--- src/demod_tracker.sv ---
// shared constants and the bit clock recovery tracker
`timescale 1ns/1ps
package demod_pkg;
    localparam int unsigned CLK_HZ      = 200_000_000;
    localparam int unsigned BIT_RATE_HZ = 10_000;
    localparam int unsigned BYTE_TIME_US = 800;
    localparam int unsigned BIT_CYC     = CLK_HZ / BIT_RATE_HZ;
    localparam int unsigned BYTE_BITS   = 8;
    localparam int unsigned CTRL_W      = 5;
    localparam int unsigned CTRL_LOCK_BIT = 0;
    localparam int unsigned CTRL_ON_BIT   = 1;
    localparam int unsigned CTRL_BW_LSB   = 2;
    localparam logic [4:0]  CTRL_RST    = 5'h00;
    localparam logic [7:0]  DATA_RST    = 8'h00;
    localparam logic [2:0]  BW_WIDEST   = 3'h6;
    localparam int unsigned BW_SHIFT_MAX = 7;
endpackage

module demod_tracker
    import demod_pkg::*;
#(
    parameter int unsigned BIT_CYCLES = BIT_CYC
) (
    input  wire logic       clk,
    input  wire logic       rst,
    input  wire logic       enable,
    input  wire logic       lock_sel,
    input  wire logic [2:0] bw_sel,
    input  wire logic       stream,
    output logic            bit_valid,
    output logic            bit_value
);
    localparam int PW = $clog2(BIT_CYCLES + 1);
    localparam logic [PW-1:0] HALF  = PW'(BIT_CYCLES / 2);
    localparam logic [PW-1:0] QTR   = PW'(BIT_CYCLES / 4);
    localparam logic [PW-1:0] THREEQ = PW'((3 * BIT_CYCLES) / 4);
    localparam logic [PW-1:0] LAST  = PW'(BIT_CYCLES - 1);
    localparam logic [PW-1:0] SAT   = PW'(BIT_CYCLES);

    // loop gain doubles per bandwidth step; code 7 is treated as widest
    function automatic int unsigned bw_shift(input logic [2:0] bw);
        logic [2:0] b;
        b = (bw > BW_WIDEST) ? BW_WIDEST : bw;
        return BW_SHIFT_MAX - int'(b);
    endfunction

    logic [PW-1:0] phase_q;
    logic [PW-1:0] since_q;
    logic          prev_q;
    logic          edge_seen;
    logic          free_take;
    logic          pll_take;
    logic [PW-1:0] phase_inc;
    int            err;
    int            corr;

    assign edge_seen = stream ^ prev_q;
    // free mode: a data edge sits half a bit after a midpoint, so it fails
    assign free_take = edge_seen && !lock_sel && (since_q >= THREEQ);
    // pll mode: only edges inside the window around the midpoint count
    assign pll_take  = edge_seen && lock_sel && (phase_q >= QTR)
                       && (phase_q < THREEQ);
    assign phase_inc = (phase_q == LAST) ? '0 : phase_q + 1'b1;
    assign err  = int'(phase_q) - int'(HALF);
    assign corr = err >>> bw_shift(bw_sel);

    always_ff @(posedge clk) begin
        if (rst || !enable) begin
            prev_q <= 1'b0;
        end else begin
            prev_q <= stream;
        end
    end

    always_ff @(posedge clk) begin
        if (rst || !enable) begin
            phase_q <= '0;
        end else if (free_take) begin
            phase_q <= HALF;
        end else if (pll_take) begin
            phase_q <= PW'(int'(phase_inc) - corr);
        end else begin
            phase_q <= phase_inc;
        end
    end

    always_ff @(posedge clk) begin
        if (rst || !enable) begin
            since_q <= SAT;
        end else if (free_take || pll_take) begin
            since_q <= '0;
        end else if (since_q != SAT) begin
            since_q <= since_q + 1'b1;
        end
    end

    // sample the first half; positive there means a zero bit
    always_ff @(posedge clk) begin
        if (rst || !enable) begin
            bit_valid <= 1'b0;
            bit_value <= 1'b0;
        end else begin
            bit_valid <= (phase_q == QTR);
            if (phase_q == QTR) begin
                bit_value <= ~stream;
            end
        end
    end

    chk_decode_polarity: assert property (
        @(posedge clk) disable iff (rst)
        (enable && $past(enable) && bit_valid && $past(phase_q) == QTR)
        |-> bit_value == !$past(stream))
        else $error("decoded bit polarity wrong");
    chk_free_realign: assert property (
        @(posedge clk) disable iff (rst)
        (enable && free_take) |=> (!enable || phase_q == HALF))
        else $error("free edge did not realign phase");
    chk_bit_spacing: assert property (
        @(posedge clk) disable iff (rst)
        bit_valid |=> !bit_valid[*8])
        else $error("bits emitted too close together");
endmodule

--- src/manchester_demod.sv ---
// manchester data demodulator with two processor ports
`timescale 1ns/1ps
module manchester_demod
    import demod_pkg::*;
#(
    parameter int unsigned BIT_CYCLES = BIT_CYC
) (
    input  wire logic              clk,
    input  wire logic              rst,
    input  wire logic              rx_stream,
    input  wire logic              dsp_ctrl_wr,
    input  wire logic [CTRL_W-1:0] dsp_ctrl_wdata,
    input  wire logic              dsp_data_rd,
    input  wire logic              dsp_irq_clr,
    input  wire logic              mcu_ctrl_wr,
    input  wire logic [CTRL_W-1:0] mcu_ctrl_wdata,
    input  wire logic              mcu_data_rd,
    input  wire logic              mcu_irq_clr,
    output logic      [CTRL_W-1:0] demod_control,
    output logic      [7:0]        demod_byte_data,
    output logic                   dsp_byte_irq,
    output logic                   mcu_byte_irq
);
    logic        sync1_q;
    logic        sync2_q;
    logic        demod_on;
    logic        edge_lock_select;
    logic [2:0]  loop_bw_select;
    logic        bit_valid;
    logic        bit_value;
    logic [6:0]  shift_q;
    logic [2:0]  bit_cnt_q;
    logic        byte_done;

    assign demod_on         = demod_control[CTRL_ON_BIT];
    assign edge_lock_select = demod_control[CTRL_LOCK_BIT];
    assign loop_bw_select   = demod_control[CTRL_BW_LSB +: 3];
    assign byte_done        = demod_on && bit_valid && (bit_cnt_q == 3'h7);

    // the stream comes from the radio, outside this clock
    always_ff @(posedge clk) begin
        if (rst) begin
            sync1_q <= 1'b0;
            sync2_q <= 1'b0;
        end else begin
            sync1_q <= rx_stream;
            sync2_q <= sync1_q;
        end
    end

    // both ports share one register; dsp wins a same-cycle collision
    always_ff @(posedge clk) begin
        if (rst) begin
            demod_control <= CTRL_RST;
        end else if (dsp_ctrl_wr) begin
            demod_control <= dsp_ctrl_wdata;
        end else if (mcu_ctrl_wr) begin
            demod_control <= mcu_ctrl_wdata;
        end
    end

    // tracker runs only on the on bit; no receive enable involved
    demod_tracker #(
        .BIT_CYCLES (BIT_CYCLES)
    ) u_tracker (
        .clk        (clk),
        .rst        (rst),
        .enable     (demod_on),
        .lock_sel   (edge_lock_select),
        .bw_sel     (loop_bw_select),
        .stream     (sync2_q),
        .bit_valid  (bit_valid),
        .bit_value  (bit_value)
    );

    // first received bit ends up in the msb
    always_ff @(posedge clk) begin
        if (rst || !demod_on) begin
            shift_q   <= '0;
            bit_cnt_q <= '0;
        end else if (bit_valid) begin
            shift_q   <= {shift_q[5:0], bit_value};
            bit_cnt_q <= bit_cnt_q + 3'h1;
        end
    end

    // an unread byte is simply replaced; there is no overrun flag
    always_ff @(posedge clk) begin
        if (rst) begin
            demod_byte_data <= DATA_RST;
        end else if (byte_done) begin
            demod_byte_data <= {shift_q, bit_value};
        end
    end

    // a new byte beats a clear or read in the same cycle
    always_ff @(posedge clk) begin
        if (rst) begin
            dsp_byte_irq <= 1'b0;
        end else if (byte_done) begin
            dsp_byte_irq <= 1'b1;
        end else if (dsp_data_rd || dsp_irq_clr) begin
            dsp_byte_irq <= 1'b0;
        end
    end

    always_ff @(posedge clk) begin
        if (rst) begin
            mcu_byte_irq <= 1'b0;
        end else if (byte_done) begin
            mcu_byte_irq <= 1'b1;
        end else if (mcu_data_rd || mcu_irq_clr) begin
            mcu_byte_irq <= 1'b0;
        end
    end

    // interrupt checks, per port and for both ports together
    chk_irq_together: assert property (
        @(posedge clk) disable iff (rst)
        byte_done |=> (dsp_byte_irq && mcu_byte_irq))
        else $error("byte interrupts not raised together");
    chk_byte_loaded: assert property (
        @(posedge clk) disable iff (rst)
        byte_done |=> demod_byte_data == {$past(shift_q), $past(bit_value)})
        else $error("data register missed new byte");
    chk_dsp_read_own: assert property (
        @(posedge clk) disable iff (rst)
        (dsp_data_rd && !byte_done && !mcu_data_rd && !mcu_irq_clr)
        |=> (!dsp_byte_irq && mcu_byte_irq == $past(mcu_byte_irq)))
        else $error("dsp read did not clear only its interrupt");
    chk_mcu_read_own: assert property (
        @(posedge clk) disable iff (rst)
        (mcu_data_rd && !byte_done && !dsp_data_rd && !dsp_irq_clr)
        |=> (!mcu_byte_irq && dsp_byte_irq == $past(dsp_byte_irq)))
        else $error("mcu read did not clear only its interrupt");
    chk_clear_bit: assert property (
        @(posedge clk) disable iff (rst)
        ((dsp_irq_clr || mcu_irq_clr) && !byte_done)
        |=> ((!$past(dsp_irq_clr) || !dsp_byte_irq)
             && (!$past(mcu_irq_clr) || !mcu_byte_irq)))
        else $error("clear bit did not drop interrupt");
    chk_dsp_clear_own: assert property (
        @(posedge clk) disable iff (rst)
        (dsp_irq_clr && !byte_done && !mcu_data_rd && !mcu_irq_clr)
        |=> (!dsp_byte_irq && mcu_byte_irq == $past(mcu_byte_irq)))
        else $error("dsp clear touched the other interrupt");
    chk_mcu_clear_own: assert property (
        @(posedge clk) disable iff (rst)
        (mcu_irq_clr && !byte_done && !dsp_data_rd && !dsp_irq_clr)
        |=> (!mcu_byte_irq && dsp_byte_irq == $past(dsp_byte_irq)))
        else $error("mcu clear touched the other interrupt");
    chk_irq_hold: assert property (
        @(posedge clk) disable iff (rst)
        (dsp_byte_irq && !dsp_data_rd && !dsp_irq_clr) |=> dsp_byte_irq)
        else $error("pending interrupt dropped without clear");
    chk_mcu_irq_hold: assert property (
        @(posedge clk) disable iff (rst)
        (mcu_byte_irq && !mcu_data_rd && !mcu_irq_clr) |=> mcu_byte_irq)
        else $error("pending mcu interrupt dropped without clear");
    chk_dsp_no_stray: assert property (
        @(posedge clk) disable iff (rst)
        (!byte_done && !dsp_byte_irq) |=> !dsp_byte_irq)
        else $error("dsp interrupt raised without a byte");
    chk_mcu_no_stray: assert property (
        @(posedge clk) disable iff (rst)
        (!byte_done && !mcu_byte_irq) |=> !mcu_byte_irq)
        else $error("mcu interrupt raised without a byte");

    // register contents and bit assembly
    chk_ctrl_write: assert property (
        @(posedge clk) disable iff (rst)
        (mcu_ctrl_wr && !dsp_ctrl_wr)
        |=> demod_control == $past(mcu_ctrl_wdata))
        else $error("mcu control write lost");
    chk_dsp_ctrl_write: assert property (
        @(posedge clk) disable iff (rst)
        dsp_ctrl_wr |=> demod_control == $past(dsp_ctrl_wdata))
        else $error("dsp control write lost");
    chk_ctrl_stable: assert property (
        @(posedge clk) disable iff (rst)
        (!dsp_ctrl_wr && !mcu_ctrl_wr) |=> $stable(demod_control))
        else $error("control register changed without a write");
    chk_data_stable: assert property (
        @(posedge clk) disable iff (rst)
        !byte_done |=> $stable(demod_byte_data))
        else $error("data register changed without a new byte");
    chk_off_quiet: assert property (
        @(posedge clk) disable iff (rst)
        !demod_on |=> ##1 (!bit_valid && bit_cnt_q == 3'h0))
        else $error("demodulator active while off");
    chk_off_cleared: assert property (
        @(posedge clk) disable iff (rst)
        !demod_on |=> (bit_cnt_q == 3'h0 && shift_q == 7'h00))
        else $error("bit assembly not cleared while off");
    chk_bit_shift: assert property (
        @(posedge clk) disable iff (rst)
        (demod_on && bit_valid)
        |=> (shift_q[0] == $past(bit_value)
             && bit_cnt_q == $past(bit_cnt_q) + 3'h1))
        else $error("decoded bit not shifted in");
endmodule

--- config.mk ---
export PLATFORM = sky130hd
export DESIGN_NAME = manchester_demod
export DESIGN_NICKNAME = d
export VERILOG_FILES = /design/src/demod_tracker.sv /design/src/manchester_demod.sv
export SDC_FILE = /design/constraint.sdc
export NUM_CORES = 1
export LEC_CHECK = 0
export BUFFER_PORTS_ARGS = -buffer_cell sky130_fd_sc_hd__buf_2
export CORE_UTILIZATION = 50
export CTS_BUF_LIST = sky130_fd_sc_hd__clkbuf_4
export DETAILED_ROUTE_END_ITERATION = 10
export PLACE_DENSITY = 0.79
export SLEW_MARGIN = 10
export SYNTH_ARGS = -nofsm -noshare
export SYNTH_HDL_FRONTEND = slang
export SYNTH_SLANG_ARGS = --single-unit
--- constraint.sdc ---
create_clock -name clk -period 4 [get_ports clk]
set_input_delay 0.6 -clock clk [delete_from_list [all_inputs] [get_ports clk]]
set_output_delay 0.6 -clock clk [all_outputs]
set_load 0.02 [all_outputs]
[Word level (Yosys, flattened, before mapping)]
Index checks and enable logic that the tools add are counted.
Storage, ports and cells
  register bits: 60
  input port bits: 19
  output and inout port bits: 15
  logic and storage cells: 63
Cells by class
  add/sub/neg operators: 6
  magnitude comparators: 4
  equal/unequal tests: 4
  shift-type cells: 1
  mux-type cells: 12
  bitwise operators: 2
  reduce and logical (&&, ||, !) cells: 19
Operators with widths (count)
  two-way mux 15 bit: 4
  >>> shifter 32 x 32 -> 15 bit: 1
  adder 15 x 1 -> 15 bit, second input constant: 2
  subtractor 15 x 14 -> 16 bit, second input constant: 1
  equality test 15 x 13 -> 1 bit, second input constant: 1
  equality test 15 bit, second input constant: 1
  greater-or-equal comparator 15 x 13 -> 1 bit, second input constant: 1
  greater-or-equal comparator 15 x 14 -> 1 bit, second input constant: 1
  less-than comparator 15 x 14 -> 1 bit, second input constant: 1
  != test 15 bit, second input constant: 1
  subtractor 15 bit: 1
  two-way mux 14 bit: 1
  two-way mux 5 bit: 2
  nonzero test 2 bit: 4
  logical AND 1 bit: 7
  logical OR 1 bit: 4
  two-way mux 1 bit: 4
  OR reduction 2 bit: 2
  subtractor 3 x 3 -> 4 bit, first input constant: 1
  adder 3 x 1 -> 3 bit, second input constant: 1
  equality test 3 bit, second input constant: 1
  > comparator 3 bit, second input constant: 1
  two-way mux 3 bit: 1
  logical NOT 1 bit: 2
  other kinds (2): 2

[Logic depth before layout (Yosys ltp)]
  word-level depth: 7
  depth in mapped cells: 19
  mapped depth without buffers: 17

[Hierarchy]
Synthesis repeated with hierarchy kept, for this count alone.
Unflattened totals
  cells, all modules: 532
  area, all modules: 4381.7 um^2
By module, submodules not included
  demod_tracker: times used 1, cells each 428, area each 3264.4 um^2, sequential area each 660.6 um^2
  manchester_demod: times used 1, cells each 104, area each 1117.3 um^2, sequential area each 540.5 um^2

[Least setup slack after synthesis]
No wires, ideal clock.
  path kind: reg-to-reg
  from: register u_tracker.phase_q[4]
  to: register u_tracker.phase_q[13]
  setup time: 0.095 ns
  data arrival time: 3.612 ns
  data required time: 3.905 ns
  path slack: 0.293 ns
  cell stages (with the launch flop): 19
  path buffers: 2
  period minus slack after synthesis: 3.707 ns
  cell sequence: dfxtp_1 buf_2 inv_1 ha_1 nor3b_2 o21ba_2 xor2_1 mux2i_1 mux2_2 nor2_1 a21oi_1 ha_1 clkbuf_1 a2111o_1 o2111ai_1 a21oi_1 a211oi_1 xor2_1 a221oi_1
Between the ends
  longest elaborated chain between the ends: 5
  elaborated cells between the ends (all ways): 12
  those cells by class: add/sub (3); order compare (2); eq/ne (1); shift (1); mux (3); reduce/logical (2)
Ends and longest elaborated chain
  start: declaration: line demod_tracker.sv:47  | logic [PW-1:0] phase_q;
  start signal: assignment: line demod_tracker.sv:81  | phase_q <= PW'(int'(phase_inc) - corr);
  start signal: assignment: line demod_tracker.sv:83  | phase_q <= phase_inc;
  subtractor 15 x 14 -> 16 bit (tied with other cells): line demod_tracker.sv:64  | assign err = int'(phase_q) - int'(HALF);
  >>> shifter 32 x 32 -> 15 bit (tied with other cells): line demod_tracker.sv:65  | assign corr = err >>> bw_shift(bw_sel);
  subtractor 15 bit or logical AND 1 bit (tied branches): line demod_tracker.sv:81, demod_tracker.sv:62
  two-way mux 15 bit *: line demod_tracker.sv:80  | end else if (pll_take) begin
  two-way mux 14 bit *: line demod_tracker.sv:78  | end else if (free_take) begin
Every way passes the cells marked *; elsewhere a longest branch is shown, timed or not.
A chain may end at the register's enable or synchronous reset.

[Worst setup path after layout]
  from: register u_tracker.phase_q[5]
  to: register u_tracker.phase_q[13]
Same word-level chain as after synthesis.

==> flow_metrics.env <==
export IMPL_setup_violations=0
export IMPL_ys_ff_latch=60
export IMPL_drt_iter0_markers=311
export IMPL_combPwrFrac_pct=15.6
export IMPL_cts_tree="yes"
export IMPL_cap_violations=0
export IMPL_r2r_slack_ns=0.23
export IMPL_synth_fp_nets=579
export IMPL_crit_path_end_kind="flip-flop"
export IMPL_ir_worst_vdd_mv=0.264
export IMPL_netlist_area_um2=4230
export IMPL_drt_total_wl_um=10200
export IMPL_fin_area_um2=4680
export IMPL_finalPower_w=0.00126
export IMPL_seqPwrFrac_pct=48.5
export IMPL_rr_startpoint="u_tracker.phase_q[5]$_SDFF_PP0_"
export IMPL_die_y_um=93.9
export IMPL_synth_compound_area_share_pct=18.5
export IMPL_status="finished clean"
export IMPL_p_per_area_nw_per_um2=270
export IMPL_clockBufferDepth=2
export IMPL_grt_max_degree=30
export IMPL_synth_commonest_cells="nor2_1 (77), dfxtp_1 (60), nand2_1 (57)"
export IMPL_cts_sinks=60
export IMPL_layout_worst_path_cycle_share_pct=94.2
export IMPL_netlist_area_leader_share_pct=28.4
export IMPL_grtUsageTotal_pct=23.8
export IMPL_fmax_mhz=265
export IMPL_ys_seq_area_share_pct=28.4
export IMPL_num_rows=33
export IMPL_worstSetupPathType="flip-flop to flip-flop"
export IMPL_synthTopCellsByArea="dfxtp_1 (28%), nor2_1 (6.8%), ha_1 (6.8%), mux2i_1 (6.4%), a21oi_1 (5.3%)"
export IMPL_gp_congestion=0.935
export IMPL_min_period_ns=3.77
export IMPL_grt_util_met3_pct=5.42
export IMPL_min_path_type="input port to flip-flop"
export IMPL_hold_viol_final=0
export IMPL_min_path_cells=2
export IMPL_place_area_um2=4460
export IMPL_gr_total_overflow=0
export IMPL_dieArea_um2=8820
export IMPL_pwr_share_clk_pct=35.9
export IMPL_h_tree_depth=3
export IMPL_r2r_cells=16
export IMPL_cts_made_buffers=9
export IMPL_syn_area_per_cell_um2=7.89
export IMPL_switching_share_pct=30.4
export IMPL_holdPathEnd="sync1_q$_SDFF_PP0_"
export IMPL_ctsHoldBuffers=0
export IMPL_vias_per_cell=5.80
export IMPL_n_antenna_cell=0
export IMPL_grt_use_met2_pct=39.1
export IMPL_synth_adder_area_share_pct=7.28
export IMPL_synthCells=536
export IMPL_crit_chain="inv_1 -> ha_1 -> nor3b_4 -> o21ba_2 -> xor2_1 -> mux2i_1 -> mux2_2 -> nor2_1 -> a21oi_2 -> ha_2 -> a2111o_1 -> o2111ai_2 -> a21oi_1 -> a211oi_1 -> xor2_1 -> a221oi_1"
export IMPL_hold_path_startpoint="rx_stream"
export IMPL_grt_pass1_wl_um=16500
export IMPL_p_switching_w=0.000384
export IMPL_synth_mux_area_share_pct=8.79
export IMPL_grt_util_met1_pct=30.5
export IMPL_yosysMostFrequentCell="nor2_1"
export IMPL_yosysUniqueCellTypes=59
export IMPL_max_slew_worst_pin_slew_ns=0.754
export IMPL_internal_power_w=0.000880
export IMPL_core_area_um2=8220
export IMPL_ioPinCount=34
export IMPL_crit_arrival_ns=4.08
export IMPL_clock_latency_ns=0.41
export IMPL_synthXorXnorAreaFrac_pct=9.74
export IMPL_synth_flop_cell="dfxtp_1"
export IMPL_start_kind="flip-flop"
export IMPL_die_w_um=93.9
export IMPL_grt_busiest_layer="met2"
export IMPL_drt_pass1_iterations=6
export IMPL_start_util_pct=51.4
export IMPL_crit_required_ns=4.31
export IMPL_drive_gt1_share_pct=16.7
export IMPL_finClkSkew_ns=0.0112
export IMPL_slowest_delay_ns=0.45
export IMPL_slew_headroom_pct=49.7
export IMPL_slowest_stage="a2111o_1"
export IMPL_portBuffers=33
export IMPL_cts_root_buf="clkbuf_4"
export IMPL_num_nets_final=602
export IMPL_via_count=3878
export IMPL_grt_pass1_vias=3514
export IMPL_place_hpwl_um=7560
export IMPL_synthToLayoutAreaGrowth_pct=10.7
export IMPL_drc=0
export IMPL_synth_top_family_by_area="simple AND/OR/NAND/NOR gates"
export IMPL_post_drt_wl_per_cell_um=15.3
export IMPL_async_flop_share_pct=0
export IMPL_finalMaxSlewViolations=0
export IMPL_yosys_area_share_simple_pct=21.9
export IMPL_yosysWarnings=0
export IMPL_critPathMaxFanout=7
export IMPL_synth_edf_count=0
export IMPL_reg2reg_to="u_tracker.phase_q[13]$_SDFF_PP0_"
export IMPL_ant_nets=0
export IMPL_antenna_found_initial=0
export IMPL_crit_path_frequent_cell="xor2_1"
export IMPL_n_fill_cell=738
export IMPL_clkSlewWorstSetupHoldPaths_ns=0.12
export IMPL_synth_largest_area_cell="dfxtp_1"
export IMPL_power_leakage_nw=1.83
## per-layer routing
layer | wire length, um | part of all wire, %
met5 | 0 | 0
met4 | 225 | 2.2
met3 | 414 | 4.0
met2 | 5000 | 49
met1 | 4590 | 45
## flip-flops by register name, summed over array words and instances, names as in the netlist
| register | cells |
|---|---|
| dsp_byte_irq | 1 |
| u_tracker.phase_q | 15 |
| mcu_byte_irq | 1 |
| demod_control | 5 |
| demod_byte_data | 8 |
| bit_cnt_q | 3 |
| u_tracker.since_q | 15 |
| u_tracker.bit_valid | 1 |
| sync1_q | 1 |
| shift_q | 7 |
| u_tracker.prev_q | 1 |
| sync2_q | 1 |
| u_tracker.bit_value | 1 |
## critical path: cells and delay by family, from the launching register on
family / cells / cell delay (ns)
adder cells (fa/ha/maj): 2 / 0.55
flip-flops: 1 / 0.42
AO/OA/AOI/OAI: 7 / 1.69
multiplexers: 2 / 0.48
buffers and inverters: 1 / 0.07
XOR/XNOR: 2 / 0.24
AND/OR/NAND/NOR: 2 / 0.22
## metrics by stage
step	hold slack (ns)	utilization (%)	TNS, ns	worst slack (ns)	cells
after floorplan	0.414	-	0	0.293	536
after global placement	0.425	54.3	0	0.170	652
after detailed placement	0.423	54.3	0	0.0880	652
after CTS	0.385	56.0	0	0.0643	668
after global routing	0.378	57.0	-0.00129	-0.00129	669
final	0.400	57.0	0	0.231	669
## cells by family after synthesis
| family | after synthesis |
|---|---|
| simple gates | 202 |
| compound gates | 120 |
| flops | 60 |
| buf+inv | 49 |
| xor+xnor | 47 |
| mux | 34 |
| fa+ha+maj | 24 |
## area by class of cell
| class | count | area (um^2) | share of cell area, % |
|---|---|---|---|
| clock buffer | 9 | 67.6 | 1.44 |
| clock inverter | 7 | 73.8 | 1.58 |
| inverter | 11 | 41.3 | 0.882 |
| multi-input combinational | 427 | 2870 | 61.2 |
| sequential | 60 | 1210 | 25.8 |
| tap | 105 | 131 | 2.81 |
| timing repair buffer | 50 | 293 | 6.26 |
## power by group through the flow
stage / sequential (W) / combinational (W) / clock, W
2_1_floorplan: 0.000627 / 0.000144 / 0
3_3_place_gp: 0.000627 / 0.000184 / 0
3_5_place_dp: 0.000627 / 0.000191 / 0
4_1_cts: 0.000614 / 0.000191 / 0.000462
5_1_grt: 0.000615 / 0.000217 / 0.000490
6_report: 0.000613 / 0.000198 / 0.000454
## how the worst max path moves through the flow
stage                                     from                               end  slack, ns  depth (start not counted)
2_1_floorplan  u_tracker.phase_q[4]$_SDFF_PP0_  u_tracker.phase_q[13]$_SDFF_PP0_       0.29                         18
3_3_place_gp   u_tracker.phase_q[5]$_SDFF_PP0_  u_tracker.phase_q[14]$_SDFF_PP0_       0.17                         17
3_5_place_dp   u_tracker.phase_q[5]$_SDFF_PP0_  u_tracker.phase_q[13]$_SDFF_PP0_       0.09                         16
4_1_cts        u_tracker.phase_q[5]$_SDFF_PP0_  u_tracker.phase_q[13]$_SDFF_PP0_       0.06                         16
5_1_grt        u_tracker.phase_q[5]$_SDFF_PP0_  u_tracker.phase_q[14]$_SDFF_PP0_     -0.001                         16
6_report       u_tracker.phase_q[5]$_SDFF_PP0_  u_tracker.phase_q[13]$_SDFF_PP0_       0.23                         16
## cell usage in the layout, fill, tap and decap left out, drive strengths merged, types with 8 or more instances in the layout
cell type  netlist  final
clkbuf          23      9
o21ai           32     32
and3             9      9
mux2i           27     27
xor2            24     24
inv             11     14
a21o             8      8
nand2           57     57
a21oi           46     46
dfxtp           60     60
nor3             8      8
ha              23     23
nor2            77     77
nand3           18     18
buf             15     50
xnor2           23     23
## repair_timing
item / 4_1_cts / 5_1_grt
resized for setup: 0 / 18
endpoints found under the setup margin: 0 / 6
buffers inserted: 0 / 1
No activity file was read; power rests on OpenSTA's default activity.
